--- config.mk ---
export PLATFORM = sky130hd
export DESIGN_NAME = feature_control_two_logic
export DESIGN_NICKNAME = d
export VERILOG_FILES = /design/src/hdl/feature_control_two_pkg.sv /design/src/hdl/sample_queue.sv /design/src/hdl/feature_control_two_logic.sv
export SDC_FILE = /design/constraint.sdc
export NUM_CORES = 2
export LEC_CHECK = 0
export ABC_AREA = 1
export ABC_CLOCK_PERIOD_IN_PS = 3400
export BUFFER_PORTS_ARGS = -buffer_cell sky130_fd_sc_hd__buf_2
export CORE_ASPECT_RATIO = 0.7
export CORE_MARGIN = 1.5
export CORE_UTILIZATION = 35
export CTS_CLUSTER_DIAMETER = 50
export CTS_CLUSTER_SIZE = 10
export DETAILED_ROUTE_END_ITERATION = 8
export PLACE_DENSITY_LB_ADDON = 0.1
export SLEW_MARGIN = 40
export SYNTH_ARGS = -nofsm -noshare
export SYNTH_HDL_FRONTEND = slang
export SYNTH_SLANG_ARGS = --single-unit
--- constraint.sdc ---
create_clock -name clk_sys_i -period 3.4 [get_ports clk_sys_i]
set_input_delay 0.68 -clock clk_sys_i [delete_from_list [all_inputs] [get_ports clk_sys_i]]
set_output_delay 0.68 -clock clk_sys_i [all_outputs]
set_load 0.01 [all_outputs]
--- src/hdl/feature_control_two_pkg.sv ---
package feature_control_two_pkg;

    // Register byte addresses on the internal register port.
    localparam logic [7:0] ADDR_IRQ_STATUS = 8'h09;
    localparam logic [7:0] ADDR_FEATURE_ONE = 8'h0D;
    localparam logic [7:0] ADDR_FEATURE_TWO = 8'h0E;
    localparam logic [7:0] ADDR_MODE = 8'h10;

    // Field positions of the second feature-control register.
    localparam int F2_SPI_TOKEN_BIT = 2;
    localparam int F2_FIFO_TOKEN_BIT = 3;
    localparam int F2_CLEAR_ON_WRITE_BIT = 4;
    localparam int F2_STREAM_BIT = 5;
    localparam int F2_EDGE_POL_BIT = 6;
    localparam int F2_ONE_SHOT_SAMPLE_MODE_EN_BIT = 7;

    // Field positions of the first feature register and the mode register.
    localparam int F1_SPI3_BIT = 5;
    localparam int F1_I2C_EN_BIT = 6;
    localparam int F1_SPI_EN_BIT = 7;
    localparam int MODE_SW_CMD_BIT = 7;
    localparam int MODE_FIELD_MSB = 2;
    localparam logic [2:0] MODE_ONE_SHOT = 3'h7;

    // Reset values.
    localparam logic [7:0] FEATURE_ONE_RESET = 8'h00;
    localparam logic [7:0] FEATURE_TWO_RESET = 8'h00;
    localparam logic [7:0] MODE_RESET = 8'h00;

    // Resolution from which the token moves to the low nibble.
    localparam logic [4:0] TOKEN_HIGH_RES = 5'h0E;

    // Bits in one serial status byte.
    localparam logic [3:0] SPI_BYTE_BITS = 4'h8;

    // FIFO status token, most significant flag first.
    typedef struct packed {
        logic irq_pending_flag;
        logic queue_threshold_flag;
        logic full;
        logic empty;
    } fifo_token_type;

    typedef enum logic [0:0] {
        SHIFT_IDLE = 1'b0,
        SHIFT_BUSY = 1'b1
    } shift_state_type;

endpackage

--- src/hdl/sample_queue.sv ---
`timescale 1ns/1ps
`default_nettype none
module sample_queue #(
    parameter int WIDTH = 48,
    parameter int DEPTH = 32,
    parameter int PTR_W = $clog2(DEPTH),
    parameter int CNT_W = $clog2(DEPTH + 1)
) (
    input wire logic clk_sys_i,
    input wire logic reset_n_i,
    input wire logic ce_i,
    input wire logic push_i,
    input wire logic pop_i,
    input wire logic stream_i,
    input wire logic [WIDTH-1:0] data_i,
    output logic [WIDTH-1:0] data_o,
    output logic [CNT_W-1:0] count_o,
    output logic full_o,
    output logic empty_o
);
    localparam logic [CNT_W-1:0] DEPTH_C = CNT_W'(DEPTH);

    logic [WIDTH-1:0] mem [DEPTH];
    logic [PTR_W-1:0] wr_ptr_r;
    logic [PTR_W-1:0] rd_ptr_r;
    logic [CNT_W-1:0] count_r;

    function automatic logic [PTR_W-1:0] bump(input logic [PTR_W-1:0] p);
        bump = (p == PTR_W'(DEPTH - 1)) ? '0 : p + PTR_W'(1);
    endfunction

    // A full queue in stream mode overwrites the oldest entry and moves the read side on.
    wire do_pop = pop_i && !empty_o;
    wire do_push = push_i && (!full_o || stream_i || do_pop);
    wire drop_old = do_push && full_o && !do_pop;

    assign full_o = (count_r == DEPTH_C);
    assign empty_o = (count_r == '0);
    assign data_o = mem[rd_ptr_r];
    assign count_o = count_r;

    // The array has no reset; only entries below the count are ever read.
    always_ff @(posedge clk_sys_i) begin
        if (ce_i && do_push) begin
            mem[wr_ptr_r] <= data_i;
        end
    end

    // Pointer and count bookkeeping.
    always_ff @(posedge clk_sys_i or negedge reset_n_i) begin
        if (!reset_n_i) begin
            wr_ptr_r <= '0;
            rd_ptr_r <= '0;
            count_r <= '0;
        end else if (ce_i) begin
            if (do_push) begin
                wr_ptr_r <= bump(wr_ptr_r);
            end
            if (do_pop || drop_old) begin
                rd_ptr_r <= bump(rd_ptr_r);
            end
            if (do_push && !do_pop && !drop_old) begin
                count_r <= count_r + CNT_W'(1);
            end else if (do_pop && !do_push) begin
                count_r <= count_r - CNT_W'(1);
            end
        end
    end
endmodule
`default_nettype wire

--- src/hdl/feature_control_two_logic.sv ---
// Function
// [RULE1] Status byte leaves on first 4-wire byte.
// [RULE2] No status byte in 3-wire or I2C.
// [RULE3] FIFO token goes into every Z read when enabled.
// [RULE4] Low resolution: token in top nibble.
// [RULE5] High resolution: token in low nibble.
// [RULE6] Token off: Z word passes unchanged.
// [RULE7] I2C read of 0x09 clears by default.
// [RULE8] Write-clear with I2C: only writes clear.
// [RULE9] Write-clear without I2C enable: reads clear.
// [RULE10] SPI clears only by writing 0x09.
// [RULE11] Stream mode drops oldest when full.
// [RULE12] Without stream, full queue refuses samples.
// [RULE13] Stream needs FIFO enable set.
// [RULE14] Stream works in all wake modes, interfaces.
// [RULE15] Polarity bit picks falling or rising edge.
// [RULE16] Trigger enable turns interrupt pin input.
// [RULE17] Software uses one-shot mode, no command.
// [RULE18] Stream, polarity, enable at bits 5-7.
// [RULE19] I2C enable blocks all SPI traffic.
// [RULE20] Token flags taken at read time.
`timescale 1ns/1ps
`default_nettype none
module feature_control_two_logic
    import feature_control_two_pkg::*;
#(
    parameter int DEPTH = 32,
    parameter int CNT_W = $clog2(DEPTH + 1)
) (
    input wire logic clk_sys_i,
    input wire logic reset_n_i,
    input wire logic ce_i,
    input wire logic reg_wr_i,
    input wire logic reg_rd_i,
    input wire logic reg_via_i2c_i,
    input wire logic [7:0] reg_addr_i,
    input wire logic [7:0] reg_wdata_i,
    output logic [7:0] reg_rdata_o,
    input wire logic spi_txn_start_i,
    input wire logic spi_bit_i,
    input wire logic [7:0] spi_status_i,
    output logic serial_out_addr_pin_o,
    output logic serial_out_addr_pin_oe_o,
    input wire logic irq_event_i,
    output logic irq_clear_o,
    input wire logic irq_pin_low_active_i,
    output logic irq_pin_low_active_o,
    output logic irq_pin_low_active_oe_o,
    output logic outside_sample_o,
    input wire logic fifo_enable_i,
    input wire logic sample_valid_i,
    input wire logic [47:0] sample_i,
    input wire logic [CNT_W-1:0] threshold_level_i,
    input wire logic [4:0] resolution_bits_i,
    input wire logic fifo_pop_i,
    output logic [15:0] x_word_o,
    output logic [15:0] y_word_o,
    output logic [15:0] z_word_o,
    output logic [CNT_W-1:0] fifo_count_o
);

    logic [7:0] feature_one_r;
    logic [7:0] feature_control_two_r;
    logic [7:0] mode_r;
    logic irq_pending_r;
    logic irq_clear_r;
    logic [7:0] rdata_r;
    shift_state_type shift_state_r;
    shift_state_type shift_state_nxt;
    logic [7:0] shift_r;
    logic [3:0] bit_cnt_r;
    logic pin_prev_r;
    logic one_shot_sample_mode_r;
    logic irq_oe_r;
    logic [15:0] x_r;
    logic [15:0] y_r;
    logic [15:0] z_r;
    logic [47:0] q_data;
    logic [CNT_W-1:0] q_count;
    logic q_full;
    logic q_empty;

    function automatic logic hit(input logic [7:0] a, input logic [7:0] target);
        hit = (a == target);
    endfunction

    // Named fields of the stored registers.
    wire spi_token_en = feature_control_two_r[F2_SPI_TOKEN_BIT];
    wire fifo_token_en = feature_control_two_r[F2_FIFO_TOKEN_BIT];
    wire irq_clear_on_write_enable = feature_control_two_r[F2_CLEAR_ON_WRITE_BIT];
    wire stream_bit = feature_control_two_r[F2_STREAM_BIT]; // RULE18
    wire outside_sample_edge_polarity = feature_control_two_r[F2_EDGE_POL_BIT]; // RULE18
    wire outside_sample_input_enable = feature_control_two_r[F2_ONE_SHOT_SAMPLE_MODE_EN_BIT]; // RULE18
    wire i2c_enable = feature_one_r[F1_I2C_EN_BIT];
    wire spi_enable = feature_one_r[F1_SPI_EN_BIT];
    wire spi_three_wire = feature_one_r[F1_SPI3_BIT];
    wire one_shot_sample_mode = (mode_r[MODE_FIELD_MSB:0] == MODE_ONE_SHOT);
    wire software_sample_command = mode_r[MODE_SW_CMD_BIT];

    // An I2C enable shuts out SPI, and an SPI enable shuts out I2C.
    wire access_ok = reg_via_i2c_i ? !spi_enable : !i2c_enable; // RULE19
    wire wr_ok = ce_i && reg_wr_i && access_ok;
    wire rd_ok = ce_i && reg_rd_i && access_ok;

    // Interrupt clearing: any accepted write to 0x09 clears; an I2C read clears
    // unless write-clear is on while I2C is the enabled interface. SPI reads never clear.
    wire wr_status = wr_ok && hit(reg_addr_i, ADDR_IRQ_STATUS); // RULE10
    wire rd_status = rd_ok && hit(reg_addr_i, ADDR_IRQ_STATUS);
    wire rd_clears = reg_via_i2c_i && !(irq_clear_on_write_enable && i2c_enable); // RULE7 RULE8 RULE9
    wire clear_now = wr_status || (rd_status && rd_clears);

    // Read data multiplexer; the mode register is write-only and reads as zero.
    wire [7:0] rdata_nxt = hit(reg_addr_i, ADDR_FEATURE_ONE) ? feature_one_r :
                           hit(reg_addr_i, ADDR_FEATURE_TWO) ? feature_control_two_r :
                           hit(reg_addr_i, ADDR_IRQ_STATUS) ? {7'h00, irq_pending_r} :
                           8'h00;

    // Register writes.
    always_ff @(posedge clk_sys_i or negedge reset_n_i) begin
        if (!reset_n_i) begin
            feature_one_r <= FEATURE_ONE_RESET;
            feature_control_two_r <= FEATURE_TWO_RESET;
            mode_r <= MODE_RESET;
        end else if (wr_ok) begin
            if (hit(reg_addr_i, ADDR_FEATURE_ONE)) begin
                feature_one_r <= reg_wdata_i;
            end
            if (hit(reg_addr_i, ADDR_FEATURE_TWO)) begin
                feature_control_two_r <= reg_wdata_i;
            end
            if (hit(reg_addr_i, ADDR_MODE)) begin
                mode_r <= reg_wdata_i;
            end
        end
    end

    // Read data and interrupt state; a new event wins over a clear in the same cycle.
    always_ff @(posedge clk_sys_i or negedge reset_n_i) begin
        if (!reset_n_i) begin
            rdata_r <= 8'h00;
            irq_pending_r <= 1'b0;
            irq_clear_r <= 1'b0;
        end else if (ce_i) begin
            if (rd_ok) begin
                rdata_r <= rdata_nxt;
            end
            irq_pending_r <= irq_event_i || (irq_pending_r && !clear_now);
            irq_clear_r <= clear_now;
        end
    end

    // The status byte is only loaded for a 4-wire SPI transaction.
    wire spi_load = spi_txn_start_i && spi_token_en && !spi_three_wire && !i2c_enable; // RULE1 RULE2
    wire last_bit = (bit_cnt_r == SPI_BYTE_BITS - 4'h1);

    always_comb begin
        shift_state_nxt = shift_state_r;
        unique case (shift_state_r)
            SHIFT_IDLE: begin
                if (spi_load) begin
                    shift_state_nxt = SHIFT_BUSY;
                end
            end
            SHIFT_BUSY: begin
                if (spi_bit_i && last_bit) begin
                    shift_state_nxt = SHIFT_IDLE;
                end
            end
        endcase
    end

    // Serial shifter, most significant bit first; the pin is driven only while busy.
    always_ff @(posedge clk_sys_i or negedge reset_n_i) begin
        if (!reset_n_i) begin
            shift_state_r <= SHIFT_IDLE;
            shift_r <= 8'h00;
            bit_cnt_r <= 4'h0;
        end else if (ce_i) begin
            shift_state_r <= shift_state_nxt;
            if (shift_state_r == SHIFT_IDLE && spi_load) begin
                shift_r <= spi_status_i; // RULE1
                bit_cnt_r <= 4'h0;
            end else if (shift_state_r == SHIFT_BUSY && spi_bit_i) begin
                shift_r <= {shift_r[6:0], 1'b0};
                bit_cnt_r <= bit_cnt_r + 4'h1;
            end
        end
    end

    assign serial_out_addr_pin_o = shift_r[7];
    assign serial_out_addr_pin_oe_o = (shift_state_r == SHIFT_BUSY);

    // Stream mode takes effect only with the FIFO enabled, in any wake mode or interface.
    wire stream_active = stream_bit && fifo_enable_i; // RULE13 RULE14
    wire push = sample_valid_i && fifo_enable_i;
    wire pop_ok = fifo_pop_i && !q_empty;

    sample_queue #(
        .WIDTH(48),
        .DEPTH(DEPTH)
    ) u_queue (
        .clk_sys_i(clk_sys_i),
        .reset_n_i(reset_n_i),
        .ce_i(ce_i),
        .push_i(push),
        .pop_i(fifo_pop_i),
        .stream_i(stream_active), // RULE11 RULE12
        .data_i(sample_i),
        .data_o(q_data),
        .count_o(q_count),
        .full_o(q_full),
        .empty_o(q_empty)
    );

    // Flags are sampled at read-out, so they describe the queue as the host sees it.
    fifo_token_type token;
    assign token.irq_pending_flag = irq_pending_r; // RULE20
    assign token.queue_threshold_flag = (q_count >= threshold_level_i);
    assign token.full = q_full;
    assign token.empty = q_empty;

    wire [15:0] z_raw = q_data[15:0];
    wire high_res = (resolution_bits_i >= TOKEN_HIGH_RES);
    wire [15:0] z_low_tok = {token, z_raw[11:0]}; // RULE4
    wire [15:0] z_high_tok = {z_raw[15:4], token}; // RULE5
    wire [15:0] z_nxt = !fifo_token_en ? z_raw : // RULE6
                        high_res ? z_high_tok : z_low_tok; // RULE3

    // Output words update on each accepted pop and hold otherwise.
    always_ff @(posedge clk_sys_i or negedge reset_n_i) begin
        if (!reset_n_i) begin
            x_r <= 16'h0000;
            y_r <= 16'h0000;
            z_r <= 16'h0000;
        end else if (ce_i && pop_ok) begin
            x_r <= q_data[47:32];
            y_r <= q_data[31:16];
            z_r <= z_nxt;
        end
    end

    // External trigger: edge select on the interrupt pin, only in one-shot mode
    // and never together with the software command, which would double-trigger.
    wire rise = irq_pin_low_active_i && !pin_prev_r;
    wire fall = !irq_pin_low_active_i && pin_prev_r;
    wire edge_hit = outside_sample_edge_polarity ? rise : fall; // RULE15
    wire one_shot_sample_mode_nxt = outside_sample_input_enable && one_shot_sample_mode
                    && !software_sample_command && edge_hit; // RULE17

    always_ff @(posedge clk_sys_i or negedge reset_n_i) begin
        if (!reset_n_i) begin
            pin_prev_r <= 1'b1;
            one_shot_sample_mode_r <= 1'b0;
            irq_oe_r <= 1'b0;
        end else if (ce_i) begin
            pin_prev_r <= irq_pin_low_active_i;
            one_shot_sample_mode_r <= one_shot_sample_mode_nxt;
            irq_oe_r <= !outside_sample_input_enable && irq_pending_r; // RULE16
        end
    end

    assign reg_rdata_o = rdata_r;
    assign irq_clear_o = irq_clear_r;
    assign irq_pin_low_active_o = 1'b0;
    assign irq_pin_low_active_oe_o = irq_oe_r;
    assign outside_sample_o = one_shot_sample_mode_r;
    assign x_word_o = x_r;
    assign y_word_o = y_r;
    assign z_word_o = z_r;
    assign fifo_count_o = q_count;
endmodule
`default_nettype wire

==> impl_metrics.py <==
metrics = {
    "floorplan": {
        "die_h_um": 366,
        "pin_count": 164,
        "dieArea_sq_mm": 0.191,
        "core-area_sq_mm": 0.186,
        "fp.dieW_um": 521,
        "start_util_pct": 35.4,
        "num_rows": 132,
    },
    "route": {
        "ant_nets": 0,
        "drt-initial-drc-count": 3652,
        "dr.pass1.iters": 5,
        "drc": 0,
        "drt-total-wl_mm": 196,
        "routed-via-count": 41819,
        "via_per_inst": 5.19,
        "detail_route.wl_per_cell_um": 24.3,
    },
    "synth": {
        "synthSimpleGateAreaFrac_pct": 12.4,
        "yosysWarnings": 0,
        "synth_top_family_by_area": "simple AND/OR/NAND/NOR gates",
        "synth_top_area_share_pct": 70.1,
        "synth_area_leaders": "edfxtp_1 (70%), nor2_1 (6.6%), o21ai_0 (5.7%), dfrtp_1 (4.1%), o211ai_1 (3.8%)",
        "netlist_area_sq_mm": 0.0658,
        "synth_seq_area_share_pct": 74.3,
        "synth-xor-area-share_pct": 0.106,
        "synthAdderAreaFrac_pct": 0.373,
        "syn_area_per_cell_sq_um": 12.5,
        "yosys-mux-area-fraction_pct": 0,
        "synth-seq-cells": 1646,
        "yosysUniqueCellTypes": 42,
        "syn_nets": 5384,
        "syn_inst": 5269,
        "yosys.area.top_type": "edfxtp_1",
        "synth_compound_area_share_pct": 10.0,
    },
    "power": {
        "power_leakage_nw": 25.6,
        "switching_share_pct": 34.3,
        "combPwrFrac_pct": 28.4,
        "p_seq_share_pct": 39.7,
        "p_switching_w": 0.0202,
        "internal-power_w": 0.0387,
        "p_clk_share_pct": 31.9,
        "power_per_cell_area_mw_per_mm2": 772,
        "ir_drop_uv": 650,
    },
    "placement": {
        "dp.cells": 7722,
        "port_buffers": 161,
        "place_ws_ps": 327,
        "gp_congestion": 0.768,
        "place_hpwl_mm": 104,
    },
    "clock_network": {
        "cts_made_buffers": 188,
        "cts_buffer_depth": 3,
        "htree_levels": 4,
        "cts_tree": "yes",
        "cts_sinks": 1646,
        "clock_latency_ps": 820,
        "cts.clk_slew.worst_paths_ps": 60,
        "clockRootBuffer": "clkbuf_16",
    },
    "global_routing": {
        "grtUsageTotal_pct": 20.4,
        "grtUsageMet3_pct": 3.03,
        "grt-ovfl-total": 0,
        "grt_pass1_vias": 39857,
        "met1_usage_pct": 31.8,
        "grt.busiest_layer": "met1",
        "met2_usage_pct": 29.2,
        "grt_max_degree": 124,
        "antenna_found_initial": 6,
        "grt_pass1_wl_mm": 286,
    },
    "setup_path": {
        "cp_data_required_time_ps": 3840,
        "critical_path_class": "reg2reg",
        "critPathArrivalTime_ps": 3430,
        "endpoint_kind": "register",
        "path_max_fanout": 22,
        "worstSetupStartpointType": "register",
    },
    "sta": {
        "drv_slew": 0,
        "finClkSkew_ps": 30.9,
        "finalSetupViolCount": 0,
        "slew_headroom_pct": 44.1,
        "fmax_mhz": 334,
        "min_period_ps": 3000,
        "setup_ws_ps": 404,
        "rsz0062_at_grt": "no",
        "hold_viol": 0,
        "worst_slew_pin_slew_ps": 839,
        "layout_worst_path_cycle_share_pct": 88.1,
    },
    "final_layout": {
        "final_core_util_pct": 41.1,
        "layout-drive-gt1-share_pct": 10.6,
        "syn_to_final_growth_pct": 15.9,
        "final_net_count": 5549,
        "instances_no_fill": 8056,
    },
    "worst_hold_path": {
        "worstHoldPathType": "in2reg",
    },
    "status": {
        "outcome": "completed",
    },
    "job": {
        "maxCapViolations": 0,
    },
}
-- sequential cells by signal, indices dropped and copies added, names as in the netlist, 4 cells and up --
register and count:
u_queue.wr_ptr_r 5, x_word_o 16, u_queue.mem 1536, shift_r 8, feature_one_r 8, u_queue.rd_ptr_r 5
feature_control_two_r 8, mode_r 4, y_word_o 16, reg_rdata_o 8, bit_cnt_r 4, z_word_o 16
u_queue.count_o 6
-- cells in the final DEF (no fill, tap or decap), types with 3 or more instances in the layout --
| master | count |
|---|---|
| inv_1 | 92 |
| or2_2 | 5 |
| a22o_1 | 8 |
| o21a_1 | 3 |
| o21ai_1 | 22 |
| dfrtp_4 | 4 |
| clkbuf_8 | 3 |
| diode_2 | 5 |
| clkbuf_1 | 110 |
| buf_2 | 160 |
| nand4_1 | 9 |
| nor3_1 | 4 |
| o211ai_1 | 337 |
| clkbuf_16 | 191 |
| nand3_1 | 411 |
| nor2_1 | 1120 |
| clkinv_1 | 4 |
| buf_12 | 80 |
| bufinv_16 | 3 |
| o21ai_0 | 748 |
| xnor2_1 | 3 |
| clkinv_8 | 3 |
| xor2_1 | 5 |
| nor2_4 | 33 |
| edfxtp_1 | 1536 |
| nand2_1 | 424 |
| a21oi_1 | 7 |
| inv_8 | 3 |
| ha_1 | 18 |
| clkinv_2 | 4 |
| dfrtp_1 | 104 |
| buf_4 | 80 |
| inv_6 | 7 |
-- power by group through the flow --
stage	registers, W	clock network [W]	logic [W]
after detailed placement	0.0238	0	0.0169
final	0.0234	0.0188	0.0167
after CTS	0.0234	0.0193	0.0169
after floorplan	0.0237	0	0.0106
after global placement	0.0238	0	0.0168
after global routing	0.0235	0.0201	0.0186
-- kinds of logic (layout without fill, tap and decap cells) --
family,after synthesis,count (layout)
AO/OA/AOI/OAI,1135,1135
XOR/XNOR,8,8
adder cells (fa/ha/maj),19,19
buffers and inverters,447,750
flip-flops,1646,1646
other,1,6
AND/OR/NAND/NOR,2013,2013
-- layer usage --
metal  vias up  wire, um  part of all wire [%]
met1     21134     98700                    50
met3       243      9130                   4.7
met2       996     83800                    43
li1      19446         -                     -
met5         -         0                     0
met4         0      4430                   2.3
-- worst paths after layout --
| kind | cells past startpoint | slack, ps | endpoint | startpoint |
|---|---|---|---|---|
| worst min register to register | 2 | 480 | x_word_o[12] | x_word_o[12] |
| min in group asynchronous | 2 | 400 | z_word_o[8] | reset_n_i |
| worst max-delay path | 11 | 400 | u_queue.mem[2][41] | u_queue.count_o[1] |
| worst max register to register | 11 | 400 | u_queue.mem[2][41] | u_queue.count_o[1] |
| max in group asynchronous | 3 | 2160 | pin_prev_r | reset_n_i |
| worst min-delay path | 3 | 110 | shift_r[0] | spi_status_i[0] |
-- final cells by class --
class | instances | area, sq um
Timing Repair Buffer | 322 | 3020
Clock buffer | 304 | 5230
Antenna cell | 5 | 12.5
Multi-Input combinational cell | 3176 | 15300
Tap cell | 2479 | 3100
Clock inverter | 24 | 323
Inverter | 100 | 408
Sequential cell | 1646 | 48900
Fill cell | 17482 | 110000
-- worst max-delay path, stage by stage, from the launching register on --
cell and delay (ps):
dfrtp_1 510, nor2_1 120, nand3_1 90, nand2_1 160, nand3_1 110, nand2_1 60, nor2_1 340, buf_4 300
nand2_1 70, buf_4 220, nor2_4 160, buf_4 430
-- cells in the mapped netlist --
cell type / instances
a31o_2: 1
and3_1: 1
conb_1: 1
inv_1: 92
fa_1: 1
ha_1: 18
a22o_1: 8
nand2_1: 424
buf_2: 69
nor2_1: 1154
nand3b_1: 2
a21boi_1: 2
nand4_1: 9
xnor2_1: 3
o211ai_1: 337
o21a_1: 3
clkbuf_1: 232
nor2_2: 1
dfrtp_1: 109
edfxtp_1: 1536
buf_4: 8
o21bai_1: 1
dfstp_2: 1
nand3_1: 411
xor2_1: 5
buf_6: 10
or2_2: 5
buf_8: 1
inv_2: 3
a21oi_1: 7
a22oi_1: 1
o22ai_1: 2
nor3_4: 1
o21ai_0: 748
clkbuf_2: 2
nor4b_1: 1
clkinv_1: 5
a31oi_1: 2
nor3_1: 4
buf_1: 25
o41ai_1: 1
o21ai_1: 22
-- repair_timing --
action | CTS | global route
buffers inserted | 0 | 0
endpoints found under the hold margin | 46 | 0
gates resized for setup | 0 | 0
setup endpoints to repair | 0 | 0
hold buffers | 1 | 0
-- through the flow --
stage / area (sq um) / TNS [ps] / total power [W] / hold slack, ps
after floorplan: 65800 / -793400 / 0.0343 / 384
after global routing: 76300 / 0 / 0.0621 / 72.6
final: 76300 / 0 / 0.0589 / 114
after global placement: 70700 / 0 / 0.0406 / 450
after detailed placement: 70700 / 0 / 0.0407 / 463
after CTS: 76300 / 0 / 0.0596 / 53.7
No activity file was read; power rests on OpenSTA's default activity.
